==> config.mk <==
export PLATFORM = sky130hd
export DESIGN_NAME = display_memory_mode_config
export DESIGN_NICKNAME = d
export VERILOG_FILES = /design/src/logic/dispmem_pkg.sv /design/src/logic/display_memory_mode_config.sv
export VERILOG_INCLUDE_DIRS = /design/src /design/src/logic
export SDC_FILE = /design/constraint.sdc
export NUM_CORES = 1
export LEC_CHECK = 0
export BUFFER_PORTS_ARGS = -buffer_cell sky130_fd_sc_hd__buf_2
export CAP_MARGIN = 10
export CORE_UTILIZATION = 52
export CTS_CLUSTER_SIZE = 16
export DETAILED_ROUTE_END_ITERATION = 7
export PLACE_DENSITY = 0.9
export RECOVER_POWER = 25
export SLEW_MARGIN = 0
export SYNTH_ARGS = -nofsm -noshare
export SYNTH_HDL_FRONTEND = slang
export SYNTH_SLANG_ARGS = --single-unit
==> constraint.sdc <==
create_clock -name clk_i -period 1.8 [get_ports clk_i]
set_input_delay 0.18 -clock clk_i [delete_from_list [all_inputs] [get_ports clk_i]]
set_output_delay 0.18 -clock clk_i [all_outputs]
set_load 0.005 [all_outputs]
==> src/logic/dispmem_regs.svh <==
`ifndef DISPMEM_REGS_SVH
`define DISPMEM_REGS_SVH

// Register byte offsets
`define STRAP_REG_OFS 8'h00
`define CTRL_REG_OFS 8'h04
`define STATUS_REG_OFS 8'h08

// Strap readback field positions
`define STRAP_TYPE_BIT 7
`define STRAP_HI_BIT 6
`define STRAP_LO_BIT 5

// Display control fields
`define CTRL_SIMUL_BIT 0
`define CTRL_DUALSTN_BIT 1
`define CTRL_RESET 2'h0

// Status fields
`define STAT_VALID_BIT 0
`define STAT_MODE2_BIT 1
`define STAT_FB_BIT 2
`define STAT_WIDE_BIT 3

// Strap patterns, type/hi/lo
`define STRAP_MODE1 3'h5
`define STRAP_MODE2 3'h4

// Timing counts in clk_i cycles
`define SETTLE_CYCLES 2'h2
`define CAS_CYCLES 2'h3

`endif

==> src/logic/dispmem_pkg.sv <==
package dispmem_pkg;

	typedef enum logic [1:0] {
		mode_none,
		mode_one,
		mode_two
	} mem_mode_type;

	typedef enum logic [2:0] {
		st_idle,
		st_row,
		st_col_a,
		st_col_b,
		st_done
	} mem_state_type;

	typedef struct packed {
		logic mem_type;
		logic cfg_hi;
		logic cfg_lo;
	} strap_type;

	typedef struct packed {
		logic req;
		logic we;
		logic [17:0] addr;
		logic [31:0] wdata;
	} mem_req_type;

	typedef struct packed {
		logic ras_n;
		logic cas_lo_n;
		logic cas_hi_n;
		logic we_n;
		logic oe_n;
		logic [8:0] ma;
	} dram_ctl_type;

endpackage

==> src/logic/display_memory_mode_config.sv <==
`include "dispmem_regs.svh"

// Summary of operation
// - Memory mode is chosen from three straps only at reset, held after.
// - Software reads the three strap values at bits 7, 6 and 5.
// - Mode 1 drives and samples a 16-bit display memory data path.
// - Mode 2 uses a 32-bit path unless one bank is the frame buffer.
// - Mode 2 gives one bank to LCD for simultaneous or dual STN.
// - CRT-only or LCD-only: 16-bit in mode 1, 32-bit in mode 2.
module display_memory_mode_config (
	// Clock, reset, enable
	input wire logic clk_i,
	input wire logic rst_i,
	input wire logic ce_i,
	// Configuration strap pins
	input wire dispmem_pkg::strap_type strap_i,
	// Wishbone slave
	input wire logic cyc_i,
	input wire logic stb_i,
	input wire logic we_i,
	input wire logic [7:0] adr_i,
	input wire logic [3:0] sel_i,
	input wire logic [31:0] dat_i,
	output logic [31:0] dat_o,
	output logic ack_o,
	// Display memory request port
	input wire dispmem_pkg::mem_req_type mem_req_i,
	output logic mem_ack_o,
	output logic [31:0] mem_rdata_o,
	// DRAM pins
	output dispmem_pkg::dram_ctl_type dram_o,
	input wire logic [31:0] dram_dq_i,
	output logic [31:0] dram_dq_o,
	output logic [1:0] dram_dq_oe_o
);

	// Strap pattern decode, shared by capture and checks
	function automatic dispmem_pkg::mem_mode_type
			decode_mode(input dispmem_pkg::strap_type s);
		if (s == `STRAP_MODE1) begin
			decode_mode = dispmem_pkg::mode_one;
		end else if (s == `STRAP_MODE2) begin
			decode_mode = dispmem_pkg::mode_two;
		end else begin
			decode_mode = dispmem_pkg::mode_none;
		end
	endfunction

	dispmem_pkg::strap_type strap_meta;
	dispmem_pkg::strap_type strap_sync;
	dispmem_pkg::strap_type strap_held;
	dispmem_pkg::mem_mode_type mode;
	dispmem_pkg::mem_state_type state;
	logic [1:0] settle_cnt;
	logic latched;
	logic simul;
	logic dual_stn;
	logic fb_active;
	logic wide_path;
	logic wide_q;
	logic we_q;
	logic [17:0] addr_q;
	logic [31:0] wdata_q;
	logic [1:0] cas_cnt;
	logic [31:0] dq_meta;
	logic [31:0] dq_sync;
	logic start;
	logic cas_last;
	logic [31:0] status;

	// Straps are pins: two flops before anything looks at them
	always_ff @(posedge clk_i) begin
		if (rst_i) begin
			strap_meta <= 3'h0;
			strap_sync <= 3'h0;
		end else if (ce_i) begin
			strap_meta <= strap_i;
			strap_sync <= strap_meta;
		end
	end

	// Capture once after the synchroniser has filled; never again
	always_ff @(posedge clk_i) begin
		if (rst_i) begin
			settle_cnt <= 2'h0;
			latched <= 1'b0;
			strap_held <= 3'h0;
			mode <= dispmem_pkg::mode_none;
		end else if (ce_i && !latched) begin
			if (settle_cnt == `SETTLE_CYCLES) begin
				latched <= 1'b1;
				strap_held <= strap_sync;
				mode <= decode_mode(strap_sync);
			end else begin
				settle_cnt <= settle_cnt + 2'h1;
			end
		end
	end

	// Frame buffer bank only exists in mode 2
	assign fb_active = (mode == dispmem_pkg::mode_two) &&
		(simul || dual_stn);
	// Plain CRT or LCD in mode 2 takes both banks
	assign wide_path = (mode == dispmem_pkg::mode_two) &&
		!fb_active;

	// Unsupported strap patterns leave the memory port dead
	assign start = (state == dispmem_pkg::st_idle) && latched &&
		mem_req_i.req && (mode != dispmem_pkg::mode_none);
	assign cas_last = (cas_cnt == `CAS_CYCLES - 2'h1);

	// Width is frozen per access so a control write mid-access is safe
	always_ff @(posedge clk_i) begin
		if (rst_i) begin
			wide_q <= 1'b0;
			we_q <= 1'b0;
			addr_q <= 18'h0;
			wdata_q <= 32'h0;
		end else if (ce_i && start) begin
			wide_q <= wide_path;
			we_q <= mem_req_i.we;
			addr_q <= mem_req_i.addr;
			wdata_q <= mem_req_i.wdata;
		end
	end

	// Access sequencer: row, one or two column phases, precharge
	always_ff @(posedge clk_i) begin
		if (rst_i) begin
			state <= dispmem_pkg::st_idle;
			cas_cnt <= 2'h0;
		end else if (ce_i) begin
			case (state)
			dispmem_pkg::st_idle: begin
				if (start) begin
					state <= dispmem_pkg::st_row;
				end
			end
			dispmem_pkg::st_row: begin
				state <= dispmem_pkg::st_col_a;
				cas_cnt <= 2'h0;
			end
			dispmem_pkg::st_col_a: begin
				if (cas_last) begin
					cas_cnt <= 2'h0;
					state <= wide_q ? dispmem_pkg::st_done :
						dispmem_pkg::st_col_b;
				end else begin
					cas_cnt <= cas_cnt + 2'h1;
				end
			end
			dispmem_pkg::st_col_b: begin
				if (cas_last) begin
					cas_cnt <= 2'h0;
					state <= dispmem_pkg::st_done;
				end else begin
					cas_cnt <= cas_cnt + 2'h1;
				end
			end
			dispmem_pkg::st_done: begin
				state <= dispmem_pkg::st_idle;
			end
			default: begin
				state <= dispmem_pkg::st_idle;
			end
			endcase
		end
	end

	// DRAM read data is off-chip: two flops, then CAS held long enough
	always_ff @(posedge clk_i) begin
		if (rst_i) begin
			dq_meta <= 32'h0;
			dq_sync <= 32'h0;
		end else if (ce_i) begin
			dq_meta <= dram_dq_i;
			dq_sync <= dq_meta;
		end
	end

	// Read data assembly; narrow reads fill the word in two halves
	always_ff @(posedge clk_i) begin
		if (rst_i) begin
			mem_rdata_o <= 32'h0;
		end else if (ce_i && !we_q && cas_last) begin
			if (state == dispmem_pkg::st_col_a) begin
				mem_rdata_o[15:0] <= dq_sync[15:0];
				if (wide_q) begin
					mem_rdata_o[31:16] <= dq_sync[31:16];
				end
			end else if (state == dispmem_pkg::st_col_b) begin
				mem_rdata_o[31:16] <= dq_sync[15:0];
			end
		end
	end

	// Write data lanes; high lanes only ever driven on the wide path
	always_ff @(posedge clk_i) begin
		if (rst_i) begin
			dram_dq_o <= 32'h0;
			dram_dq_oe_o <= 2'h0;
		end else if (ce_i) begin
			if (state == dispmem_pkg::st_row && we_q) begin
				dram_dq_o <= wdata_q;
				dram_dq_oe_o <= {wide_q, 1'b1};
			end else if (state == dispmem_pkg::st_col_a && cas_last &&
					!wide_q && we_q) begin
				dram_dq_o <= {16'h0, wdata_q[31:16]};
				dram_dq_oe_o <= 2'h1;
			end else if (state == dispmem_pkg::st_done ||
					state == dispmem_pkg::st_idle) begin
				dram_dq_oe_o <= 2'h0;
			end
		end
	end

	// Row/column split differs between 32-bit and 16-bit words
	always_ff @(posedge clk_i) begin
		if (rst_i) begin
			dram_o <= {5'h1f, 9'h0};
		end else if (ce_i) begin
			dram_o.we_n <= !(we_q && state != dispmem_pkg::st_idle &&
				state != dispmem_pkg::st_done);
			// Output enable opens with the first CAS, so the read word
			// has passed both sync flops by the third CAS edge
			dram_o.oe_n <= !(!we_q && (state == dispmem_pkg::st_row ||
				state == dispmem_pkg::st_col_a ||
				state == dispmem_pkg::st_col_b));
			case (state)
			dispmem_pkg::st_idle: begin
				dram_o.ras_n <= !start;
				dram_o.cas_lo_n <= 1'b1;
				dram_o.cas_hi_n <= 1'b1;
				dram_o.ma <= wide_path ? mem_req_i.addr[17:9] :
					mem_req_i.addr[16:8];
			end
			dispmem_pkg::st_row: begin
				dram_o.cas_lo_n <= 1'b0;
				dram_o.cas_hi_n <= !wide_q;
				dram_o.ma <= wide_q ? addr_q[8:0] :
					{addr_q[7:0], 1'b0};
			end
			dispmem_pkg::st_col_a: begin
				if (cas_last) begin
					dram_o.ma <= {addr_q[7:0], 1'b1};
					dram_o.ras_n <= wide_q;
					dram_o.cas_hi_n <= 1'b1;
				end
			end
			dispmem_pkg::st_col_b: begin
				if (cas_last) begin
					dram_o.ras_n <= 1'b1;
					dram_o.cas_lo_n <= 1'b1;
				end
			end
			default: begin
				dram_o.ras_n <= 1'b1;
				dram_o.cas_lo_n <= 1'b1;
				dram_o.cas_hi_n <= 1'b1;
			end
			endcase
		end
	end

	assign mem_ack_o = (state == dispmem_pkg::st_done) && ce_i;

	// Display control, steers the bank split in mode 2
	always_ff @(posedge clk_i) begin
		if (rst_i) begin
			{dual_stn, simul} <= `CTRL_RESET;
		end else if (ce_i && cyc_i && stb_i && we_i && !ack_o &&
				adr_i == `CTRL_REG_OFS && sel_i[0]) begin
			simul <= dat_i[`CTRL_SIMUL_BIT];
			dual_stn <= dat_i[`CTRL_DUALSTN_BIT];
		end
	end

	// Status view of the applied configuration
	always_comb begin
		status = 32'h0;
		status[`STAT_VALID_BIT] = (mode != dispmem_pkg::mode_none);
		status[`STAT_MODE2_BIT] = (mode == dispmem_pkg::mode_two);
		status[`STAT_FB_BIT] = fb_active;
		status[`STAT_WIDE_BIT] = wide_path;
	end

	// One wait state; unmapped addresses ack with zero
	always_ff @(posedge clk_i) begin
		if (rst_i) begin
			ack_o <= 1'b0;
			dat_o <= 32'h0;
		end else if (ce_i) begin
			ack_o <= cyc_i && stb_i && !ack_o;
			dat_o <= 32'h0;
			if (cyc_i && stb_i && !ack_o && !we_i) begin
				case (adr_i)
				`STRAP_REG_OFS: begin
					dat_o[`STRAP_TYPE_BIT] <= strap_held.mem_type;
					dat_o[`STRAP_HI_BIT] <= strap_held.cfg_hi;
					dat_o[`STRAP_LO_BIT] <= strap_held.cfg_lo;
				end
				`CTRL_REG_OFS: begin
					dat_o[`CTRL_SIMUL_BIT] <= simul;
					dat_o[`CTRL_DUALSTN_BIT] <= dual_stn;
				end
				`STATUS_REG_OFS: begin
					dat_o <= status;
				end
				default: begin
					dat_o <= 32'h0;
				end
				endcase
			end
		end
	end
endmodule

==> results of run 1 <==
-- kinds of logic (layout without fill, tap and decap cells) --
kind of cell,after synthesis,after routing,share of synthesized area
xor gates and xnor gates,1,1,0.000991
AOI/OAI and AO/OA,163,163,0.119
other,1,25,0.000424
adders and majority gates,1,1,0.00141
muxes,126,126,0.143
and+or+nand+nor,347,347,0.184
buffers and inverters,98,356,0.0627
DFF,216,216,0.489
-- layout by cell type, fill, tap and decap left out, types with 7 or more instances in the layout --
master / count
a221oi_1: 7
nor3_1: 18
nand2_1: 129
clkbuf_1: 13
mux2i_1: 125
a21oi_1: 80
clkbuf_16: 24
nand2b_1: 9
buf_2: 183
buf_12: 10
a21o_1: 9
a211oi_2: 10
nor2_1: 128
nor2b_1: 7
dfxtp_1: 213
conb_1: 25
o21ai_0: 12
nand3_1: 19
a211oi_1: 24
buf_4: 24
dlygate4sd3_1: 85
-- repair_timing --
action                     4_1_cts  5_1_grt
hold buffers                    85        0
setup endpoints to repair        2       15
pin swaps                        0        2
cloned                           0        1
buffers inserted                 0        1
resized for setup                4        5
hold endpoints to repair        89        0
-- report_power, final --
group | switching (mW) | internal [mW]
clock network | 1.87 | 2.66
registers | 0.0667 | 4.88
logic | 0.355 | 0.377
total | 2.29 | 7.92
-- sequential cells by signal, summed over array words and instances, names as in the netlist, 2 cells and up --
signal        flops
dram_o           14
strap_sync        3
state             3
mode              2
mem_rdata_o      32
dq_meta          32
strap_meta        3
wdata_q          32
dat_o             7
dram_dq_o        32
dq_sync          32
cas_cnt           2
strap_held        3
addr_q            9
settle_cnt        2
dram_dq_oe_o      2
-- worst max-delay path, stage by stage (launching register included) --
cell and delay [ns]:
dfxtp_1 0.39, buf_4 0.21, and4bb_1 0.30, buf_12 0.21, mux2i_1 0.40, a211oi_2 0.12
-- metrics by stage --
step                       util  setup WS (ns)  instances  cell area [sq um]  hold slack [ns]
after floorplan               -          0.195        977               8930            0.316
after global placement    0.606          0.126       1328              10000            0.411
after detailed placement  0.606        0.00256       1328              10000            0.421
after CTS                 0.701         0.0385       1453              11600         0.000818
after global routing      0.703        0.00698       1455              11700           0.0383
final                     0.703         0.0370       1455              11700          0.00877
-- final timing paths --
check,end,from,slack [ns]
max,dram_dq_o[12]$_SDFFE_PP0P_,state[2]$_SDFFE_PP0P_,0.04
min,dq_meta[5]$_SDFFE_PP0P_,dram_dq_i[5],0.009
max reg2reg,dram_dq_o[12]$_SDFFE_PP0P_,state[2]$_SDFFE_PP0P_,0.04
min reg2reg,wdata_q[9]$_SDFFE_PP0P_,wdata_q[9]$_SDFFE_PP0P_,0.45
-- synthesized netlist by cell type (2+ instances only) --
library cell	instances	area, sq um
a31oi_1	4	25.0
nor4_4	2	42.5
o21ai_1	2	10.0
o22ai_1	2	12.5
buf_6	3	33.8
or4_4	2	22.5
dfxtp_1	216	4320
nand4_1	3	18.8
nand2b_1	9	56.3
inv_1	3	11.3
buf_1	4	15.0
buf_2	29	145
o21a_1	2	15.0
nor3_1	18	90.1
a221oi_1	7	61.3
mux2i_1	126	1260
a2bb2oi_1	2	17.5
clkbuf_1	27	101
nand3b_1	2	15.0
nand4b_1	3	26.3
nor4_2	2	25.0
nand3_1	19	95.1
o211ai_1	3	22.5
and3_1	2	12.5
a21o_1	9	67.6
nor2b_1	7	43.8
buf_4	31	233
or3_1	2	12.5
o21ai_0	12	60.1
nor4b_1	3	26.3
a211oi_1	24	180
nor3b_1	3	22.5
nor2_1	129	484
a211oi_2	10	125
a21oi_1	80	400
nand2_1	129	484
-- final cells by class --
cell class / instances / area, sq um / area share
Clock buffer: 33 / 653 / 0.0561
Clock inverter: 7 / 66.3 / 0.00569
Inverter: 3 / 11.3 / 0.000966
Multi-Input combinational cell: 663 / 4090 / 0.351
Sequential cell: 216 / 4330 / 0.372
Tap cell: 220 / 275 / 0.0236
Timing Repair Buffer: 313 / 2230 / 0.191
-- layer usage --
layer | wire length [microns] | share of wire | track usage | up-vias
li1 | - | - | - | 3779
met1 | 9660 | 0.39 | 0.308 | 3773
met2 | 12500 | 0.50 | 0.503 | 370
met3 | 1850 | 0.074 | 0.0581 | 87
met4 | 986 | 0.040 | 0.121 | 0
met5 | 0 | 0 | 0 | -
==> run metrics, run 1 <==
CP max FO=17; total of max-cap violations=0; VDD IR-drop max=0.000667 V; drt first pass iters=6; Pwr Total=10.2 mW; buffer depth of the longest clock path=3; vias per cell=5.50; via count=8009; Top FF cell, synth=dfxtp_1; Area Overhead vs Synth=31.8%; CP startpoint kind=register; die area=17500 sq um; CTS root buf=clkbuf_16; largest net degree at the start of global routing=81; WL/cell=17.1 microns; Clk pin slew, worst setup/hold paths=0.06 ns; sequential area share after synthesis=0.489; RSZ-0062 raised after global routing=false; Port-buffer cells=192; # IOs=251; Rows=47; syn_area_per_cell=9.28 sq um; Fillers=1154; crit path kind=reg -> reg; crit end category=register; fin crit period=1.76 ns; drt total wl=24.9 mm; Worst-Skew Late Latency=0.51 ns; Yosys cell types=58; CTS tree=built; vias in the first global route=7975; Max Freq=567 MHz; leakage power=5.00 nW; Rel. slew slack=0.522; final setup fails=0; post-route ant nets=0; chip width=132 microns; Tot GR Track Use=0.276; Num CTS Buffers=23; dpl hpwl=14.4 mm; Pwr per Cell Area=876 nW/um^2; DRC=0; initial antenna violation count=0; first-pass GRT wire length=39.2 mm; EDFF count, synth=0; Final Cycle Share=0.979; final net count=1358; share of cells above drive strength 1=0.231; Syn. warnings=0; Initial Util=0.533; Worst EP arrival=2.14 ns; WHS Path Cells=3; final hold vios=0; Mapped Area=8840 sq um; die height=132 microns; fin. max-slew vios=0; setup_tns=0 ns; Worst Tran Pin Value=0.717 ns; synthesized instance count=953; initial DRC count=411; required time of the critical path=2.18 ns; grt ovf=0; worst hold path type=in -> reg; core box area=16600 sq um; Diodes inserted=0; Async SR Flop Fraction=0; Routability Congestion=0.865; Yosys reg bits=216; # H-tree levels=1; clk_skew=0.00987 ns; # clock sinks=216; R2R depth=5; status=complete, no violations
Note: power is estimated with default switching activity, not from simulation.
==> inputs of run 2 (changes only) <==
Settings changed: CELL_PAD_IN_SITES_DETAIL_PLACEMENT set to 1, CELL_PAD_IN_SITES_GLOBAL_PLACEMENT set to 2, CORE_UTILIZATION 52 to 31, MAX_ROUTING_LAYER set to met4.
==> run 2 against run 1 <==
  * Final cell count increased by 11%
  * Clock skew decreased by 0.0024 ns
  * Worst hold slack improved by 0.012 ns
  * Global-route usage decreased by 9.0 points
  * Fmax increased by 2.3%
  * Power increased by 1.8%
  * First-iteration DRC count decreased by 2.4%
  * Die area increased by 67%
  * Non-clock buffer count increased by 4
  * Sequential power about the same
  * Final area increased by 2.1%
  * Critical endpoint is now mem_ack_o
  * Largest cell class unchanged
==> run metrics, run 2 (same netlist as run 1, synthesis figures left out) <==
final setup fails=0; Pwr Total=10.4 mW; Psw=2.40 mW; die area=29200 sq um; most frequent cells in the layout=dfxtp_1 (209), buf_2 (169), nand2_1 (129); leakage power=4.96 nW; core box area=27900 sq um; fin area=11900 sq um; drt first pass iters=4; CP max FO=11; post-route ant nets=0; CTS root buf=clkbuf_16; Port-buffer cells=192; Final Cycle Share=0.957; initial DRC count=401; final hold vios=0; via count=7810; vias in the first global route=7995; Rows=61; Comb pwr share=0.069; Initial Util=0.317; clk_skew=0.00745 ns; placed cell area=10200 sq um; worst hold slack=0.0209 ns; CTS tree=built; footprint of the multi-input gates=4080 sq um; Fillers=3279; DRC=0; Worst Tran Pin Value=1.04 ns; share of cells above drive strength 1=0.222; chip width=171 microns; worst setup margin=0.0768 ns; worst hold path type=in -> reg; CP startpoint kind=register; dpl hpwl=17.4 mm; Routability Congestion=0.833; die height=171 microns; grt ovf=0; Tot GR Track Use=0.186; Pwr per Cell Area=873 nW/um^2; first-pass GRT wire length=42.3 mm; Worst-Skew Late Latency=0.53 ns; sequential power share=0.476; DP Worst Slack=0.0704 ns; # clock sinks=216; most common cell after layout, fill and taps aside=dfxtp_1; sw frac=0.231; crit path kind=reg -> out; vias per cell=4.82; crit end category=output pin; Final Util=0.426; initial antenna violation count=2; WL/cell=16.8 microns; status=complete, no violations; Seq. cell area=4340 sq um; Worst EP arrival=1.54 ns; # IOs=251; non-filler cells, final=1621; Rel. slew slack=0.305; dpl cells=1488; fin. max-slew vios=0; setup_tns=0 ns; drt total wl=27.2 mm; Clk pin slew, worst setup/hold paths=0.06 ns; Area Overhead vs Synth=34.6%; VDD IR-drop max=0.000682 V; required time of the critical path=1.62 ns; Num CTS Buffers=25; buffer depth of the longest clock path=3; Max Freq=580 MHz; largest net degree at the start of global routing=79; # H-tree levels=1; total of max-cap violations=0; final net count=1364; Internal=7.99 mW; fin crit period=1.72 ns; Clock power frac=0.455
## run 2: final timing paths
| kind | to | start | cells after the start | slack, ns |
|---|---|---|---|---|
| worst max-delay path | mem_ack_o | state[1]$_SDFFE_PP0P_ | 4 | 0.08 |
| worst min-delay path | dram_o[1]$_SDFFE_PP0P_ | mem_req_i[41] | 4 | 0.02 |
| worst max register to register | dram_o[8]$_SDFFE_PP0P_ | cas_cnt[1]$_SDFFE_PP0P_ | 4 | 0.11 |
| worst min register to register | wdata_q[12]$_SDFFE_PP0P_ | wdata_q[12]$_SDFFE_PP0P_ | 2 | 0.46 |
## run 2: critical path, cell delays in order, from the launching register on
cell,delay (ns)
dfxtp_4,0.38
buf_4,0.17
nor2_4,0.15
and3_1,0.18
buf_4,0.12
## run 2: area by class of cell
class / count / area share
multi-input cells: 663 / 0.343
repair buffers: 317 / 0.188
inverters: 3 / 0.000946
well taps: 378 / 0.0397
flip-flops and latches: 216 / 0.365
clock inverters: 3 / 0.00273
diodes: 2 / 0.000421
clock buffers: 39 / 0.0604
## run 2: power by group through the flow
stage / sequential (mW) / clock (mW) / combinational, mW
2_1_floorplan: 5.03 / 0 / 0.382
3_3_place_gp: 5.05 / 0 / 0.558
3_5_place_dp: 5.05 / 0 / 0.573
4_1_cts: 4.95 / 4.86 / 0.723
5_1_grt: 4.96 / 5.06 / 0.795
6_report: 4.95 / 4.73 / 0.720
## run 2: per-layer routing
metal / global-route usage / share of wire / vias to the layer above
met5: - / 0 / -
li1: - / - / 3779
met1: 0.218 / 0.43 / 3825
met3: 0.0407 / 0.056 / 32
met4: 0.0427 / 0.019 / 0
met2: 0.324 / 0.49 / 174
## run 2: repair_timing
item / in CTS / in global routing
setup buffers: 0 / 3
pin swaps: 0 / 4
gates resized for setup: 5 / 17
hold endpoints to repair: 90 / 0
cloned: 0 / 1
endpoints found under the setup margin: 1 / 46
hold buffers: 85 / 0
